**src/include/tlv_pkg.sv**
```systemverilog
/*
  Constants, register map and types of the two-level vectored interrupt controller.
  Assumes a single 100 MHz system clock and a word-aligned 32-bit register bus.
*/
package tlv_pkg;

  // ----------------------------------------------------------------------
  // Sources and vectors
  // ----------------------------------------------------------------------
  localparam int NSRC = 15;
  localparam logic [3:0] SRC_EXT0 = 4'h0;
  localparam logic [3:0] SRC_TMR0 = 4'h1;
  localparam logic [3:0] SRC_EXT1 = 4'h2;
  localparam logic [3:0] SRC_TMR1 = 4'h3;
  localparam logic [3:0] SRC_RSVD = 4'hd;
  // Sources whose flag is cleared by hardware when the call is made.
  localparam logic [14:0] AUTO_CLR_MASK = 15'h000f;
  // Every slot except the reserved one can raise a request.
  localparam logic [14:0] IMPL_MASK = 15'h5fff;
  localparam logic [15:0] VEC_RESET = 16'h0000;
  localparam logic [15:0] VEC_BASE = 16'h0003;
  localparam int VEC_STEP_SHIFT = 3;

  // ----------------------------------------------------------------------
  // Timing
  // ----------------------------------------------------------------------
  localparam int CLK_MHZ = 100;
  localparam logic [2:0] CALL_CYCLES = 3'h4;

  // ----------------------------------------------------------------------
  // Register map: printed indices, byte address is four times the index
  // ----------------------------------------------------------------------
  localparam logic [9:0] ENABLE_IDX = 10'h0a8;
  localparam logic [9:0] LEVEL_IDX = 10'h0b8;
  localparam logic [9:0] EXT_ENABLE_IDX = 10'h0e6;
  localparam logic [9:0] EXT_LEVEL_IDX = 10'h0f6;
  localparam logic [11:0] ENABLE_ADDR = {ENABLE_IDX, 2'h0};
  localparam logic [11:0] LEVEL_ADDR = {LEVEL_IDX, 2'h0};
  localparam logic [11:0] EXT_ENABLE_ADDR = {EXT_ENABLE_IDX, 2'h0};
  localparam logic [11:0] EXT_LEVEL_ADDR = {EXT_LEVEL_IDX, 2'h0};
  localparam logic [11:0] PEND_ADDR = 12'h000;
  localparam logic [11:0] PEND_SET_ADDR = 12'h004;
  localparam logic [11:0] IRQ_STAT_ADDR = 12'h008;
  localparam logic [11:0] IRQ_MASK_ADDR = 12'h00c;
  localparam logic [11:0] STATE_ADDR = 12'h010;

  // ----------------------------------------------------------------------
  // Fields and reset values
  // ----------------------------------------------------------------------
  localparam int GATE_BIT = 7;
  localparam int EXT_RSVD_BIT = 6;
  localparam logic [7:0] ENABLE_RST = 8'h00;
  localparam logic [6:0] LEVEL_RST = 7'h00;
  localparam logic [7:0] EXT_RST = 8'h00;
  localparam int EVT_VECTORED = 0;
  localparam int EVT_PREEMPT = 1;
  localparam logic [1:0] EVT_RST = 2'h0;

  typedef enum logic [0:0] {ST_IDLE, ST_CALL} tlv_seq_t;

endpackage

```
**src/tlv_irq_ctrl.sv**
```systemverilog
/*
  Two-level vectored interrupt controller with an AHB-Lite register slave.
  Assumes the CPU pulses instr_done_i in the last cycle of each instruction,
  with return_from_service_i qualifying a retiring return instruction.
*/
// Notes on behaviour
// [RL1] Requests sampled and resolved every clock.
// [RL2] Best case: one detect, four call cycles.
// [RL3] After return, one instruction completes before call.
// [RL4] Worst case eighteen clocks from CPU timing.
// [RL5] Equal or higher routine holds new requests off.
// [RL6] Vectors from 0x0003 stepping eight bytes.
// [RL7] Same level ties go by fixed order.
// [RL8] Externals and timers zero/one cleared on vectoring.
// [RL9] SPI request ORs its four flags.
// [RL10] Counter array ORs all its flags.
// [RL11] Global gate bit seven blocks everything.
// [RL12] Low seven enable bits mask the sources.
// [RL13] Timer two uses either overflow flag.
// [RL14] Flags set regardless; software set requests too.
// [RL15] High preempts low; nothing preempts high.
// [RL16] Flag still set after return re-requests.
// [RL17] Extended enable masks seven sources, resets zero.
// [RL18] Vector only pending, enabled, gated sources.
`timescale 1ns/1ps
`default_nettype none

module tlv_irq_ctrl (
  // Clock and reset
  input wire logic clk_i,
  input wire logic nrst_i,
  // AHB-Lite slave
  input wire logic hsel_i,
  input wire logic [31:0] haddr_i,
  input wire logic [1:0] htrans_i,
  input wire logic hwrite_i,
  input wire logic [2:0] hsize_i,
  input wire logic [31:0] hwdata_i,
  input wire logic hready_i,
  output logic [31:0] hrdata_o,
  output logic hreadyout_o,
  output logic hresp_o,
  // Condition pulses for flags kept here
  input wire logic ext_request_pin_zero_i,
  input wire logic ext_request_pin_one_i,
  input wire logic timer_zero_overflow_flag_i,
  input wire logic timer_one_overflow_flag_i,
  // Peripheral-held flag levels
  input wire logic uart_rx_flag_i,
  input wire logic uart_tx_flag_i,
  input wire logic timer_two_high_overflow_i,
  input wire logic timer_two_low_overflow_i,
  input wire logic serial_xfer_done_flag_i,
  input wire logic write_collision_flag_i,
  input wire logic mode_fault_flag_i,
  input wire logic receive_overrun_flag_i,
  input wire logic smbus_flag_i,
  input wire logic port_match_i,
  input wire logic window_compare_flag_i,
  input wire logic conversion_done_flag_i,
  input wire logic counter_array_overflow_i,
  input wire logic [2:0] module_match_flag_i,
  input wire logic pwm_counter_overflow_i,
  input wire logic comparator_fall_flag_i,
  input wire logic comparator_rise_flag_i,
  input wire logic timer_three_high_overflow_i,
  input wire logic timer_three_low_overflow_i,
  // CPU side
  input wire logic instr_done_i,
  input wire logic return_from_service_i,
  output logic call_active_o,
  output logic [15:0] vector_o,
  output logic vector_taken_o,
  output logic [1:0] in_service_o,
  // Interrupt to system
  output logic irq_o
);

  // ----------------------------------------------------------------------
  // State
  // ----------------------------------------------------------------------
  typedef struct packed {
    logic [7:0] enable;
    logic [6:0] level;
    logic [7:0] ext_enable;
    logic [7:0] ext_level;
    logic [1:0] irq_stat;
    logic [1:0] irq_mask;
    tlv_pkg::tlv_seq_t seq;
    logic [2:0] cnt;
    logic [3:0] call_idx;
    logic call_hi;
    logic hi_act;
    logic lo_act;
    logic [15:0] vector;
    logic [31:0] rdata;
    logic dp_wr;
    logic [11:0] dp_addr;
    logic cand_valid;
    logic [3:0] cand_idx;
    logic cand_hi;
  } tlv_ctrl_state_t;

  tlv_ctrl_state_t st_reg;
  tlv_ctrl_state_t st_next;

  // Spreads a 7-bit base and an 8-bit extension register over the fifteen slots.
  function automatic logic [14:0] spread(input logic [6:0] base, input logic [7:0] ext);
    return {ext[7], 1'b0, ext[5:0], base};
  endfunction

  // ----------------------------------------------------------------------
  // Pending flags and requests
  // ----------------------------------------------------------------------
  logic addr_phase;
  logic wr_en;
  logic [14:0] pend_set;
  logic [14:0] pend_clr;
  logic [14:0] hw_clr;
  logic [14:0] local_flags;
  logic [14:0] hw_levels;
  logic [14:0] pending;
  logic [14:0] src_en;
  logic [14:0] src_hi;
  logic [14:0] req;
  logic arb_valid;
  logic [3:0] arb_idx;
  logic arb_hi;
  logic allowed;
  logic take;
  logic done_call;
  logic return_from_service_now;

  // Bus write decode for the data phase.
  always_comb
  begin
    addr_phase = hsel_i && htrans_i[1] && hready_i;
    wr_en = st_reg.dp_wr;
    pend_set = (wr_en && st_reg.dp_addr == tlv_pkg::PEND_SET_ADDR) ? hwdata_i[14:0] : '0;
    pend_clr = (wr_en && st_reg.dp_addr == tlv_pkg::PEND_ADDR) ? hwdata_i[14:0] : '0;
  end

  // Peripheral flags combine into one request per vector.
  always_comb
  begin
    hw_levels = '0;
    hw_levels[4] = uart_rx_flag_i | uart_tx_flag_i;
    hw_levels[5] = timer_two_high_overflow_i | timer_two_low_overflow_i; // see [RL13]
    hw_levels[6] = serial_xfer_done_flag_i | write_collision_flag_i
                 | mode_fault_flag_i | receive_overrun_flag_i; // see [RL9]
    hw_levels[7] = smbus_flag_i;
    hw_levels[8] = port_match_i;
    hw_levels[9] = window_compare_flag_i;
    hw_levels[10] = conversion_done_flag_i;
    hw_levels[11] = counter_array_overflow_i | (|module_match_flag_i)
                  | pwm_counter_overflow_i; // see [RL10]
    hw_levels[12] = comparator_fall_flag_i | comparator_rise_flag_i;
    hw_levels[14] = timer_three_high_overflow_i | timer_three_low_overflow_i;
  end

  // Auto-cleared flags drop in the last call cycle.
  assign hw_clr = done_call ? (tlv_pkg::AUTO_CLR_MASK & (15'h0001 << st_reg.call_idx)) : '0; // see [RL8]

  tlv_flag_bank u_flags (
    .clk_i(clk_i),
    .nrst_i(nrst_i),
    .hw_set_i({11'h000, timer_one_overflow_flag_i, ext_request_pin_one_i,
               timer_zero_overflow_flag_i, ext_request_pin_zero_i}),
    .sw_set_i(pend_set),
    .sw_clr_i(pend_clr),
    .hw_clr_i(hw_clr),
    .flags_o(local_flags)
  );

  // Flags set whatever the enables; a flag left set keeps requesting.
  always_comb
  begin
    pending = (local_flags | hw_levels) & tlv_pkg::IMPL_MASK; // see [RL14] see [RL16]
    src_en = spread(st_reg.enable[6:0], st_reg.ext_enable); // see [RL12] see [RL17]
    src_hi = spread(st_reg.level, st_reg.ext_level);
    req = pending & src_en & {15{st_reg.enable[tlv_pkg::GATE_BIT]}}; // see [RL11] see [RL18]
  end

  tlv_arbiter u_arb (
    .clk_i(clk_i),
    .nrst_i(nrst_i),
    .req_i(req),
    .hi_i(src_hi),
    .valid_o(arb_valid),
    .idx_o(arb_idx),
    .hi_o(arb_hi)
  );

  // ----------------------------------------------------------------------
  // Call sequencer
  // ----------------------------------------------------------------------
  // A call starts at an instruction boundary that is not a return.
  always_comb
  begin
    return_from_service_now = instr_done_i && return_from_service_i;
    allowed = st_reg.cand_valid && req[st_reg.cand_idx]
            && (st_reg.cand_hi ? !st_reg.hi_act : !(st_reg.hi_act || st_reg.lo_act)); // see [RL5]
    take = (st_reg.seq == tlv_pkg::ST_IDLE) && instr_done_i && !return_from_service_i
         && allowed; // see [RL3] see [RL4]
    done_call = (st_reg.seq == tlv_pkg::ST_CALL) && (st_reg.cnt == tlv_pkg::CALL_CYCLES);
  end

  // Next state of sequencer, registers and bus slave.
  always_comb
  begin
    st_next = st_reg;
    st_next.cand_valid = arb_valid; // see [RL1]
    st_next.cand_idx = arb_idx;
    st_next.cand_hi = arb_hi;
    unique case (st_reg.seq)
      tlv_pkg::ST_IDLE:
      begin
        if (take)
        begin
          st_next.seq = tlv_pkg::ST_CALL;
          st_next.cnt = 3'h1;
          st_next.call_idx = st_reg.cand_idx;
          st_next.call_hi = st_reg.cand_hi;
          st_next.vector = tlv_pkg::VEC_BASE
                         + {9'h000, st_reg.cand_idx, 3'h0}; // see [RL6]
        end
        else if (return_from_service_now)
        begin
          if (st_reg.hi_act)
            st_next.hi_act = 1'b0;
          else
            st_next.lo_act = 1'b0;
        end
      end
      tlv_pkg::ST_CALL:
      begin
        st_next.cnt = st_reg.cnt + 3'h1; // see [RL2]
        if (done_call)
        begin
          st_next.seq = tlv_pkg::ST_IDLE;
          st_next.cnt = 3'h0;
          if (st_reg.call_hi)
            st_next.hi_act = 1'b1;
          else
            st_next.lo_act = 1'b1;
        end
      end
    endcase
    // Events set sticky status; a write of one clears, a new event wins.
    if (wr_en && st_reg.dp_addr == tlv_pkg::IRQ_STAT_ADDR)
      st_next.irq_stat = st_reg.irq_stat & ~hwdata_i[1:0];
    if (done_call)
      st_next.irq_stat[tlv_pkg::EVT_VECTORED] = 1'b1;
    if (take && st_reg.cand_hi && st_reg.lo_act)
      st_next.irq_stat[tlv_pkg::EVT_PREEMPT] = 1'b1;
    // Data phase writes.
    if (wr_en)
    begin
      unique case (st_reg.dp_addr)
        tlv_pkg::ENABLE_ADDR: st_next.enable = hwdata_i[7:0];
        tlv_pkg::LEVEL_ADDR: st_next.level = hwdata_i[6:0];
        tlv_pkg::EXT_ENABLE_ADDR: st_next.ext_enable = hwdata_i[7:0] & 8'hbf;
        tlv_pkg::EXT_LEVEL_ADDR: st_next.ext_level = hwdata_i[7:0] & 8'hbf;
        tlv_pkg::IRQ_MASK_ADDR: st_next.irq_mask = hwdata_i[1:0];
        default: st_next.irq_mask = st_reg.irq_mask;
      endcase
    end
    // Address phase: latch write target, or fetch read data now.
    st_next.dp_wr = addr_phase && hwrite_i;
    if (addr_phase)
      st_next.dp_addr = haddr_i[11:0];
    if (addr_phase && !hwrite_i)
    begin
      unique case (haddr_i[11:0])
        tlv_pkg::ENABLE_ADDR: st_next.rdata = {24'h0, st_reg.enable};
        tlv_pkg::LEVEL_ADDR: st_next.rdata = {24'h0, 1'b1, st_reg.level};
        tlv_pkg::EXT_ENABLE_ADDR: st_next.rdata = {24'h0, st_reg.ext_enable};
        tlv_pkg::EXT_LEVEL_ADDR: st_next.rdata = {24'h0, st_reg.ext_level};
        tlv_pkg::PEND_ADDR: st_next.rdata = {17'h0, pending};
        tlv_pkg::IRQ_STAT_ADDR: st_next.rdata = {30'h0, st_reg.irq_stat};
        tlv_pkg::IRQ_MASK_ADDR: st_next.rdata = {30'h0, st_reg.irq_mask};
        tlv_pkg::STATE_ADDR: st_next.rdata = {16'h0, st_reg.cand_valid, st_reg.cand_hi,
                                             st_reg.cand_idx, 4'h0, st_reg.hi_act,
                                             st_reg.lo_act, 3'h0, st_reg.seq};
        default: st_next.rdata = 32'h0;
      endcase
    end
  end

  // State register with documented reset values.
  always_ff @(posedge clk_i or negedge nrst_i)
  begin
    if (!nrst_i)
    begin
      st_reg <= '0;
      st_reg.enable <= tlv_pkg::ENABLE_RST;
      st_reg.level <= tlv_pkg::LEVEL_RST;
      st_reg.ext_enable <= tlv_pkg::EXT_RST; // see [RL17]
      st_reg.ext_level <= tlv_pkg::EXT_RST;
      st_reg.irq_stat <= tlv_pkg::EVT_RST;
      st_reg.seq <= tlv_pkg::ST_IDLE;
      st_reg.vector <= tlv_pkg::VEC_RESET;
    end
    else
      st_reg <= st_next;
  end

  // Outputs.
  assign hrdata_o = st_reg.rdata;
  assign hreadyout_o = 1'b1;
  assign hresp_o = 1'b0;
  assign call_active_o = (st_reg.seq == tlv_pkg::ST_CALL);
  assign vector_o = st_reg.vector;
  assign vector_taken_o = done_call;
  assign in_service_o = {st_reg.hi_act, st_reg.lo_act};
  assign irq_o = |(st_reg.irq_stat & st_reg.irq_mask);

  // ----------------------------------------------------------------------
  // Checks
  // ----------------------------------------------------------------------
  property p_call_len;
    @(posedge clk_i) disable iff (!nrst_i)
    take |=> call_active_o [*4] ##1 !call_active_o;
  endproperty
  a_call_len: assert property (p_call_len) else $error("Call did not last four cycles."); // see [RL2]

  property p_vector;
    @(posedge clk_i) disable iff (!nrst_i)
    take |=> (vector_o == 16'h0003 + {9'h000, $past(st_reg.cand_idx), 3'h0}) && vector_o != 16'h006b;
  endproperty
  a_vector: assert property (p_vector) else $error("Wrong vector address."); // see [RL6]

  property p_no_take_on_return;
    @(posedge clk_i) disable iff (!nrst_i)
    return_from_service_now |-> !take;
  endproperty
  a_no_take_on_return: assert property (p_no_take_on_return) else $error("Call at return."); // see [RL3]

  property p_nesting;
    @(posedge clk_i) disable iff (!nrst_i)
    take |-> !st_reg.hi_act && (st_reg.cand_hi || !st_reg.lo_act);
  endproperty
  a_nesting: assert property (p_nesting) else $error("Illegal preemption."); // see [RL15]

  property p_eligible;
    @(posedge clk_i) disable iff (!nrst_i)
    take |-> pending[st_reg.cand_idx] && src_en[st_reg.cand_idx]
             && st_reg.enable[tlv_pkg::GATE_BIT];
  endproperty
  a_eligible: assert property (p_eligible) else $error("Ineligible source vectored."); // see [RL18]

  property p_gate;
    @(posedge clk_i) disable iff (!nrst_i)
    !st_reg.enable[7] |=> !st_reg.cand_valid;
  endproperty
  a_gate: assert property (p_gate) else $error("Request passed closed gate."); // see [RL11]

  property p_auto_clear;
    @(posedge clk_i) disable iff (!nrst_i)
    (done_call && st_reg.call_idx == 4'h1 && !timer_zero_overflow_flag_i && !pend_set[1])
      |=> !local_flags[1];
  endproperty
  a_auto_clear: assert property (p_auto_clear) else $error("Timer zero flag not cleared."); // see [RL8]

  property p_mask;
    @(posedge clk_i) disable iff (!nrst_i)
    !st_reg.enable[0] |-> !req[0];
  endproperty
  a_mask: assert property (p_mask) else $error("Masked source requested."); // see [RL12]

  property p_irq;
    @(posedge clk_i) disable iff (!nrst_i)
    $rose(st_reg.irq_stat[0]) && st_reg.irq_mask[0] |-> irq_o;
  endproperty
  a_irq: assert property (p_irq) else $error("Interrupt output missing.");

endmodule

`default_nettype wire

```
**src/tlv_flag_bank.sv**
```systemverilog
/*
  Sticky pending flags held inside the controller.
  Assumes set, clear and hardware-clear inputs are synchronous to clk_i.
*/
`timescale 1ns/1ps
`default_nettype none

module tlv_flag_bank (
  // Clock and reset
  input wire logic clk_i,
  input wire logic nrst_i,
  // Flag controls
  input wire logic [14:0] hw_set_i,
  input wire logic [14:0] sw_set_i,
  input wire logic [14:0] sw_clr_i,
  input wire logic [14:0] hw_clr_i,
  // Flag state
  output logic [14:0] flags_o
);

  typedef struct packed {
    logic [14:0] flags;
  } tlv_fb_state_t;

  tlv_fb_state_t st_reg;
  tlv_fb_state_t st_next;

  // A set in the same cycle as any clear wins, so no event is lost.
  always_comb
  begin
    st_next = st_reg;
    for (int i = 0; i < tlv_pkg::NSRC; i++)
    begin
      if (hw_set_i[i] || sw_set_i[i]) // see [RL14]
        st_next.flags[i] = 1'b1;
      else if (sw_clr_i[i] || hw_clr_i[i])
        st_next.flags[i] = 1'b0;
    end
  end

  // State register.
  always_ff @(posedge clk_i or negedge nrst_i)
  begin
    if (!nrst_i)
      st_reg <= '0;
    else
      st_reg <= st_next;
  end

  assign flags_o = st_reg.flags;

  property p_sw_set;
    @(posedge clk_i) disable iff (!nrst_i)
    sw_set_i[0] |=> flags_o[0];
  endproperty
  a_sw_set: assert property (p_sw_set) else $error("Software set did not raise flag."); // see [RL14]

endmodule

`default_nettype wire

```
**src/tlv_arbiter.sv**
```systemverilog
/*
  Combinational two-level priority resolver over fifteen request slots.
  Assumes requests are already gated by enables; clock only feeds checks.
*/
`timescale 1ns/1ps
`default_nettype none

module tlv_arbiter (
  // Clock and reset for checks
  input wire logic clk_i,
  input wire logic nrst_i,
  // Requests and levels
  input wire logic [14:0] req_i,
  input wire logic [14:0] hi_i,
  // Winner
  output logic valid_o,
  output logic [3:0] idx_o,
  output logic hi_o
);

  // Lowest slot number of a vector; slot zero ranks first.
  function automatic logic [3:0] first_set(input logic [14:0] v);
    logic [3:0] r;
    r = 4'h0;
    for (int i = tlv_pkg::NSRC - 1; i >= 0; i--)
    begin
      if (v[i])
        r = 4'(i);
    end
    return r;
  endfunction

  logic [14:0] hi_req;
  logic [14:0] lo_req;

  // High level beats low; fixed order breaks ties inside a level.
  always_comb
  begin
    hi_req = req_i & hi_i;
    lo_req = req_i & ~hi_i;
    valid_o = |req_i;
    hi_o = |hi_req; // see [RL15]
    idx_o = hi_o ? first_set(hi_req) : first_set(lo_req); // see [RL7]
  end

  property p_fixed_order;
    @(posedge clk_i) disable iff (!nrst_i)
    (valid_o && req_i[0] && (hi_i[0] == hi_o)) |-> (idx_o == 4'h0);
  endproperty
  a_fixed_order: assert property (p_fixed_order) else $error("Slot zero lost a tie."); // see [RL7]

  property p_level_first;
    @(posedge clk_i) disable iff (!nrst_i)
    (|(req_i & hi_i)) |-> (hi_o && hi_i[idx_o] && req_i[idx_o]);
  endproperty
  a_level_first: assert property (p_level_first) else $error("Low level won over high."); // see [RL15]

endmodule

`default_nettype wire

```
**config.mk**
```make
export PLATFORM = sky130hd
export DESIGN_NAME = tlv_irq_ctrl
export DESIGN_NICKNAME = d
export VERILOG_FILES = /design/src/include/tlv_pkg.sv /design/src/tlv_irq_ctrl.sv /design/src/tlv_flag_bank.sv /design/src/tlv_arbiter.sv
export SDC_FILE = /design/constraint.sdc
export NUM_CORES = 1
export LEC_CHECK = 0
export BUFFER_PORTS_ARGS = -buffer_cell sky130_fd_sc_hd__buf_2
export CAP_MARGIN = 25
export CORE_MARGIN = 2
export CORE_UTILIZATION = 41
export CTS_CLUSTER_DIAMETER = 50
export DETAILED_ROUTE_END_ITERATION = 10
export PLACE_DENSITY_LB_ADDON = 0.05
export SYNTH_ARGS = -nofsm -noshare
export SYNTH_HDL_FRONTEND = slang
export SYNTH_SLANG_ARGS = --single-unit
```
**constraint.sdc**
```tcl
create_clock -name clk_i -period 2.55 [get_ports clk_i]
set_input_delay 0.255 -clock clk_i [delete_from_list [all_inputs] [get_ports clk_i]]
set_output_delay 0.255 -clock clk_i [all_outputs]
set_load 0.03 [all_outputs]
```
==> results of run 1 <==
==> cells in the final DEF (no fill, tap or decap), types with 21 or more instances in the layout <==
cell type,count
a21oi_1,21
buf_2,84
buf_4,23
conb_1,28
dfrtp_1,94
mux2_2,51
nand2_1,60
nor2_1,26
o21ai_0,25
==> critical path: stages (launching register included) <==
cell and delay (ns):
dfrtp_1 0.53, buf_4 0.26, o311a_1 0.30, mux4_2 0.29
nand2_1 0.09, a21oi_4 0.26, nand2_4 0.15, mux2_4 0.32
==> worst paths after layout <==
| check | from | end | slack, ns | cells after the start |
|---|---|---|---|---|
| worst max-delay path | st_reg[112] | st_reg[69] | 0.22 | 7 |
| worst min register to register | hrdata_o[15] | hrdata_o[15] | 0.46 | 2 |
| min in group asynchronous | nrst_i | st_reg[76] | 0.44 | 2 |
| max in group asynchronous | nrst_i | st_reg[12] | 1.49 | 3 |
| worst max register to register | st_reg[112] | st_reg[69] | 0.22 | 7 |
| worst min-delay path | timer_one_overflow_flag_i | u_flags.flags_o[3] | 0.11 | 2 |
==> power breakdown <==
group | internal, mW | leakage [nW] | total, mW | switching [mW]
registers | 1.64 | 1.19 | 1.83 | 0.189
clock network | 0.809 | 0.152 | 1.39 | 0.577
logic | 0.337 | 1.66 | 0.881 | 0.544
==> timing repair <==
item                      CTS  global route
hold buffers                1             0
buffers inserted            0             0
hold endpoints to repair   38             0
==> layout make-up <==
cell class / count / area, um2 / share of cell area
tap: 176 / 220 / 0.0345
clock buffer: 12 / 256 / 0.0402
clock inverter: 4 / 45.0 / 0.00706
multi-input combinational: 393 / 2830 / 0.444
timing repair buffer: 109 / 623 / 0.0977
inverter: 13 / 48.8 / 0.00765
sequential: 94 / 2350 / 0.369
==> logic make-up (layout without fill, tap and decap cells) <==
| group | Yosys count | in the layout | synth area share |
|---|---|---|---|
| other | 2 | 28 | 0.00133 |
| DFF | 94 | 94 | 0.417 |
| adders and majority gates | 2 | 2 | 0.00444 |
| xor gates and xnor gates | 1 | 1 | 0.00155 |
| muxes | 67 | 67 | 0.143 |
| AOI/OAI and AO/OA | 139 | 139 | 0.186 |
| buffers and inverters | 82 | 138 | 0.0978 |
| and+or+nand+nor | 156 | 156 | 0.149 |
==> layer usage <==
metal,GRT usage,up-vias,wire length (um)
met4,0.0718,0,291
met5,0,-,0
met1,0.360,2227,8350
met3,0.0320,18,779
li1,-,2107,-
met2,0.342,149,7210
==> per-stage QoR <==
step	std cells	util	power (mW)	hold WS [ns]
after floorplan	569	-	2.49	-0.0406
after detailed placement	784	0.455	2.73	0.284
after global routing	801	0.478	4.31	0.118
after CTS	801	0.478	4.13	0.101
after global placement	784	0.455	2.71	0.280
final	801	0.478	4.10	0.107
==> summary.md, run 1 <==
| Metric | Value |
|---|---|
| Status | `finished clean` |
| Critical Path Source Type | `register` |
| Share of cells above drive strength 1 | `0.326` |
| Final net count | `between 700 and 800` |
| Max Transition Viols Final | `0` |
| Maxcap violations | `0` |
| Sequential-to-total area share from yosys stat | `0.417` |
| Final WS setup | `approximately 0.22 ns` |
| Worst IR Drop VDD | `roughly 0.30 mV` |
| Vias in the first global route | `between 4000 and 5000` |
| Clock sink count | `94` |
| Clk root buf | `clkbuf_16` |
| Via count | `4501` |
| # resized after CTS | `0` |
| H-tree depth | `3` |
| Crit. End Element | `register` |
| Area Growth Syn to Fin | `13.1%` |
| Die Width | `between 100 and 150 um` |
| Post-Syn Area | `between 5000 and 6000 um2` |
| Initial antenna violation count | `0` |
| Core area | `around 13000 um2` |
| Clk pin slew, worst setup/hold paths | `0.07 ns` |
| Setup violators final | `0` |
| Place WS | `0.244 ns` |
| Avg Inst Size Synth | `a little over 10 um2` |
| # rows | `42` |
| Worst setup skew after layout | `about 0.011 ns` |
| 1st-iter DRT viols | `about 350` |
| CTS tree | `done` |
| # diodes | `0` |
| Max FFs per register | `31` |
| Final hold violation count | `0` |
| First-pass GRT wire length | `about 26 mm` |
| Wirelength per Cell | `about 21 um` |
| Max_slew headroom | `0.510` |
| Post-synth EDFFs | `0` |
| Largest net degree at the start of global routing | `42` |
| Main area contributors after synthesis | `dfrtp_1 (42%), mux2_2 (10%), buf_4 (7.2%)` |
| Drt pass-1 iters | `5` |
| Post-synth top area cell | `dfrtp_1` |
| Antenna-violating nets left | `0` |
| Unrepaired setup endpoints after global routing | `false` |
| Slew at the pin closest to its max-slew limit | `0.726 ns` |
| Die height | `around 120 um` |
| Mapped Cells | `543` |
| Yosys cell types | `80` |
| FMAX | `approximately 0.43 GHz` |
| GR Overflow Total | `0` |
| Count leader, synth | `dfrtp_1` |
| # fillers | `1292` |
| Port bufs | `85` |
| Synthesized flop and latch total | `94` |
| Max FO, Critical Path | `11` |
| WL final | `16.6 mm` |
| Yosys warns | `0` |
| Global Route Usage Sum | `0.235` |
| # IOs | `approximately 160` |
| Inserted Clock Buffers | `9` |
| RD Place Congestion | `between 0.9 and 1` |
| Class of the worst hold path | `in2reg` |
| Setup TNS Final | `0 ns` |
| Clk_lat worst skew | `between 0.3 and 0.4 ns` |
| Asr flop ratio synth | `1.00` |
| Synth cell count leaders | `dfrtp_1 (94), nand2_1 (60), buf_4 (54)` |
| Die ar. | `between 10000 and 15000 um2` |
| Synth Flop Type | `dfrtp_1` |
| Final period util | `0.912` |
| Via-to-Cell Ratio | `between 5 and 6` |
| Placed Area | `6070 um2` |
| PD cells | `approximately 640 nW/um2` |
| Max Root-Sink Buffers | `2` |
| Leak | `approximately 3.0 nW` |
| Req. time, crit path | `2.79 ns` |
| Worst EP arrival | `~2.6 ns` |
| Fin crit period | `~2.3 ns` |
| Post-route cell area | `6380 um2` |
| DRC | `0` |
| Crit Path Class | `reg2reg` |
| Initial Util | `0.423` |
| DP Wirelength | `about 13 mm` |
| Share of the synthesized area in the top cell type | `0.417` |
Power figures use the tool's default switching activity.
==> run 2, diff against run 1 <==
--- a/config.mk
+++ b/config.mk
@@ -12,6 +12,7 @@
 export CTS_CLUSTER_DIAMETER = 50
 export DETAILED_ROUTE_END_ITERATION = 10
 export PLACE_DENSITY_LB_ADDON = 0.05
+export SETUP_SLACK_MARGIN = 0.5
 export SYNTH_ARGS = -nofsm -noshare
 export SYNTH_HDL_FRONTEND = slang
 export SYNTH_SLANG_ARGS = --single-unit
==> run 2 against run 1 <==
Compared with the run above:
- flip-flop and latch count did not move
- worst setup slack gained 0.27 ns
- utilization increased by 1.6 points
- worst hold slack lost 0.00096 ns
- cell count up 0.50%
- clock power is 4% higher
- clock-buffer cell count stayed put
- global-route usage about the same
- critical path depth is 1 lower
- routed wire length grew 0.60%
- critical path type unchanged
- critical endpoint is now st_reg[112]
==> summary.md, run 2 (synthesized netlist as in run 1, its figures left out) <==
| Metric | Value |
|---|---|
| Status | `finished clean (unchanged)` |
| 1st-iter DRT viols | `319 (was 345)` |
| Die Width | `121 um (unchanged)` |
| Switching power | `1.32 mW (was 1.31 mW)` |
| Max FFs per register | `31 (unchanged)` |
| Comb pwr share | `0.218 (was 0.215)` |
| WHS | `0.106 ns (was 0.107 ns)` |
| Global Route Usage Sum | `0.235 (about the same)` |
| Hold Path Depth | `2 (unchanged)` |
| Initial antenna violation count | `0 (unchanged)` |
| Worst EP arrival | `2.29 ns (was 2.56 ns)` |
| # rows | `42 (unchanged)` |
| Setup violators final | `0 (unchanged)` |
| Sw Ratio | `0.314 (was 0.320)` |
| Worst Setup SP | `st_reg[7] (was st_reg[112])` |
| Leak | `3.05 nW (was 3.00 nW)` |
| Final period util | `0.806 (was 0.912)` |
| Max FO, Critical Path | `8 (was 11)` |
| Max Root-Sink Buffers | `2 (unchanged)` |
| Vias in the first global route | `4309 (was 4301)` |
| Flop pwr share | `0.437 (was 0.447)` |
| Clock power frac | `0.344 (was 0.338)` |
| Die height | `121 um (unchanged)` |
| Crit Path Class | `reg2reg (unchanged)` |
| Port bufs | `85 (unchanged)` |
| Most common cell after layout, fill and taps aside | `dfrtp_1 (unchanged)` |
| Maxcap violations | `0 (unchanged)` |
| Fin crit period | `2.05 ns (was 2.33 ns)` |
| Hold Crit Endpoint | `u_flags.flags_o[2] (was u_flags.flags_o[3])` |
| H-tree depth | `3 (unchanged)` |
| Final hold violation count | `0 (unchanged)` |
| PD cells | `639 nW/um2 (was 642 nW/um2)` |
| CTS tree | `done (unchanged)` |
| Core area | `13300 um2 (unchanged)` |
| DP Wirelength | `12.7 mm (was 12.8 mm)` |
| Critical Path Source Type | `register (unchanged)` |
| Commonest cells after routing, fill and taps aside | `dfrtp_1 (93), buf_2 (84), nand2_1 (59) (was dfrtp_1 (94), buf_2 (84), nand2_1 (60))` |
| Die ar. | `14700 um2 (unchanged)` |
| # IOs | `156 (unchanged)` |
| Final net count | `727 (was 723)` |
| Wirelength per Cell | `20.8 um (about the same)` |
| Hold Path Origin | `ext_request_pin_one_i (was timer_one_overflow_flag_i)` |
| Drt pass-1 iters | `6 (was 5)` |
| Max_slew headroom | `0.555 (was 0.510)` |
| Slew at the pin closest to its max-slew limit | `0.667 ns (was 0.726 ns)` |
| Via count | `4561 (was 4501)` |
| Max Transition Viols Final | `0 (unchanged)` |
| # diodes | `0 (unchanged)` |
| Antenna-violating nets left | `0 (unchanged)` |
| Inserted Clock Buffers | `9 (unchanged)` |
| Clock sink count | `94 (unchanged)` |
| First-pass GRT wire length | `25.8 mm (was 25.6 mm)` |
| Initial Util | `0.423 (unchanged)` |
| FF-to-FF setup slack | `0.50 ns (was 0.22 ns)` |
| FMAX | `0.487 GHz (was 0.430 GHz)` |
| Area Growth Syn to Fin | `16.9% (was 13.1%)` |
| Clk root buf | `clkbuf_16 (unchanged)` |
| Via-to-Cell Ratio | `5.67 (was 5.62)` |
| Req. time, crit path | `2.78 ns (was 2.79 ns)` |
| Setup TNS Final | `0 ns (unchanged)` |
| Crit. End Element | `register (unchanged)` |
| Clk_lat worst skew | `0.35 ns (about the same)` |
| Worst IR Drop VDD | `0.258 mV (was 0.303 mV)` |
| Largest net degree at the start of global routing | `51 (was 42)` |
| WL final | `16.7 mm (was 16.6 mm)` |
| Class of the worst hold path | `in2reg (unchanged)` |
| Pint | `2.89 mW (was 2.79 mW)` |
| Clk pin slew, worst setup/hold paths | `0.06 ns (was 0.07 ns)` |
| Worst R2R Path Depth | `6 (was 7)` |
| Unrepaired setup endpoints after global routing | `true (was false)` |
| GR Overflow Total | `0 (unchanged)` |
| RD Place Congestion | `0.970 (was 0.902)` |
| DRC | `0 (unchanged)` |
| Share of cells above drive strength 1 | `0.358 (was 0.326)` |
| Reg2reg end | `st_reg[112] (was st_reg[69])` |
| Reg-to-Reg Start | `st_reg[7] (was st_reg[112])` |
| Worst setup skew after layout | `0.00726 ns (was 0.0106 ns)` |
run 2: cell types whose count changed in the layout (fill, tap and decap cells not counted), sizes merged:
| cell | delta |
|---|---|
| clkinv | -1 |
| bufinv | +1 |
| buf | +4 |
run 2: routing by layer:
| layer | track usage | up-vias | share of wire | wire, um |
|---|---|---|---|---|
| li1 | - | 2121 | - | - |
| met1 | 0.354 | 2269 | 0.49 | 8260 |
| met2 | 0.350 | 154 | 0.44 | 7400 |
| met3 | 0.0329 | 17 | 0.047 | 794 |
| met4 | 0.0690 | 0 | 0.016 | 274 |
| met5 | 0 | - | 0 | 0 |
run 2: layout make-up:
type / count / area [um2]
repair buffers: 113 / 673
well taps: 176 / 220
clock buffers: 12 / 246
inverters: 13 / 48.8
fillers: 1285 / 6760
flip-flops and latches: 94 / 2350
clock inverters: 4 / 70.1
multi-input cells: 393 / 2980
run 2: through the flow:
stage,std cells,total power [mW],setup WS (ns),utilization,area (um2)
floorplan,569,2.49,0.587,-,5740
global placement,781,2.71,0.376,0.453,6050
detailed placement,781,2.73,0.375,0.453,6050
CTS,801,4.21,0.510,0.484,6460
global route,805,4.42,0.416,0.494,6590
finish,805,4.21,0.495,0.494,6590
run 2: power by group through the flow:
stage / Clock [mW] / Sequential [mW] / Combinational [mW]
global placement: 0 / 1.85 / 0.864
detailed placement: 0 / 1.85 / 0.878
floorplan: 0 / 1.80 / 0.690
finish: 1.45 / 1.84 / 0.920
CTS: 1.49 / 1.83 / 0.898
global route: 1.55 / 1.87 / 1.01
run 2: worst max-delay path by stage:
stage | to | cells past startpoint
global placement | u_flags.flags_o[2] | 8
detailed placement | u_flags.flags_o[2] | 8
global route | st_reg[112] | 6
finish | st_reg[112] | 6
CTS | src_hi[9] | 5
floorplan | u_flags.flags_o[0] | 8
run 2: timing repair:
action / CTS / global route
endpoints found under the setup margin: 21 / 42
pin swaps: 6 / 9
buffers inserted: 3 / 4
hold endpoints to repair: 47 / 0
hold buffers: 1 / 0
resized for setup: 13 / 22
run 2: critical path, cell delays in order (launching register included):
cell	delay, ns
dfrtp_1	0.40
nor4_4	0.32
and3b_1	0.24
nand4b_1	0.14
or3_4	0.37
buf_12	0.16
mux2_4	0.30
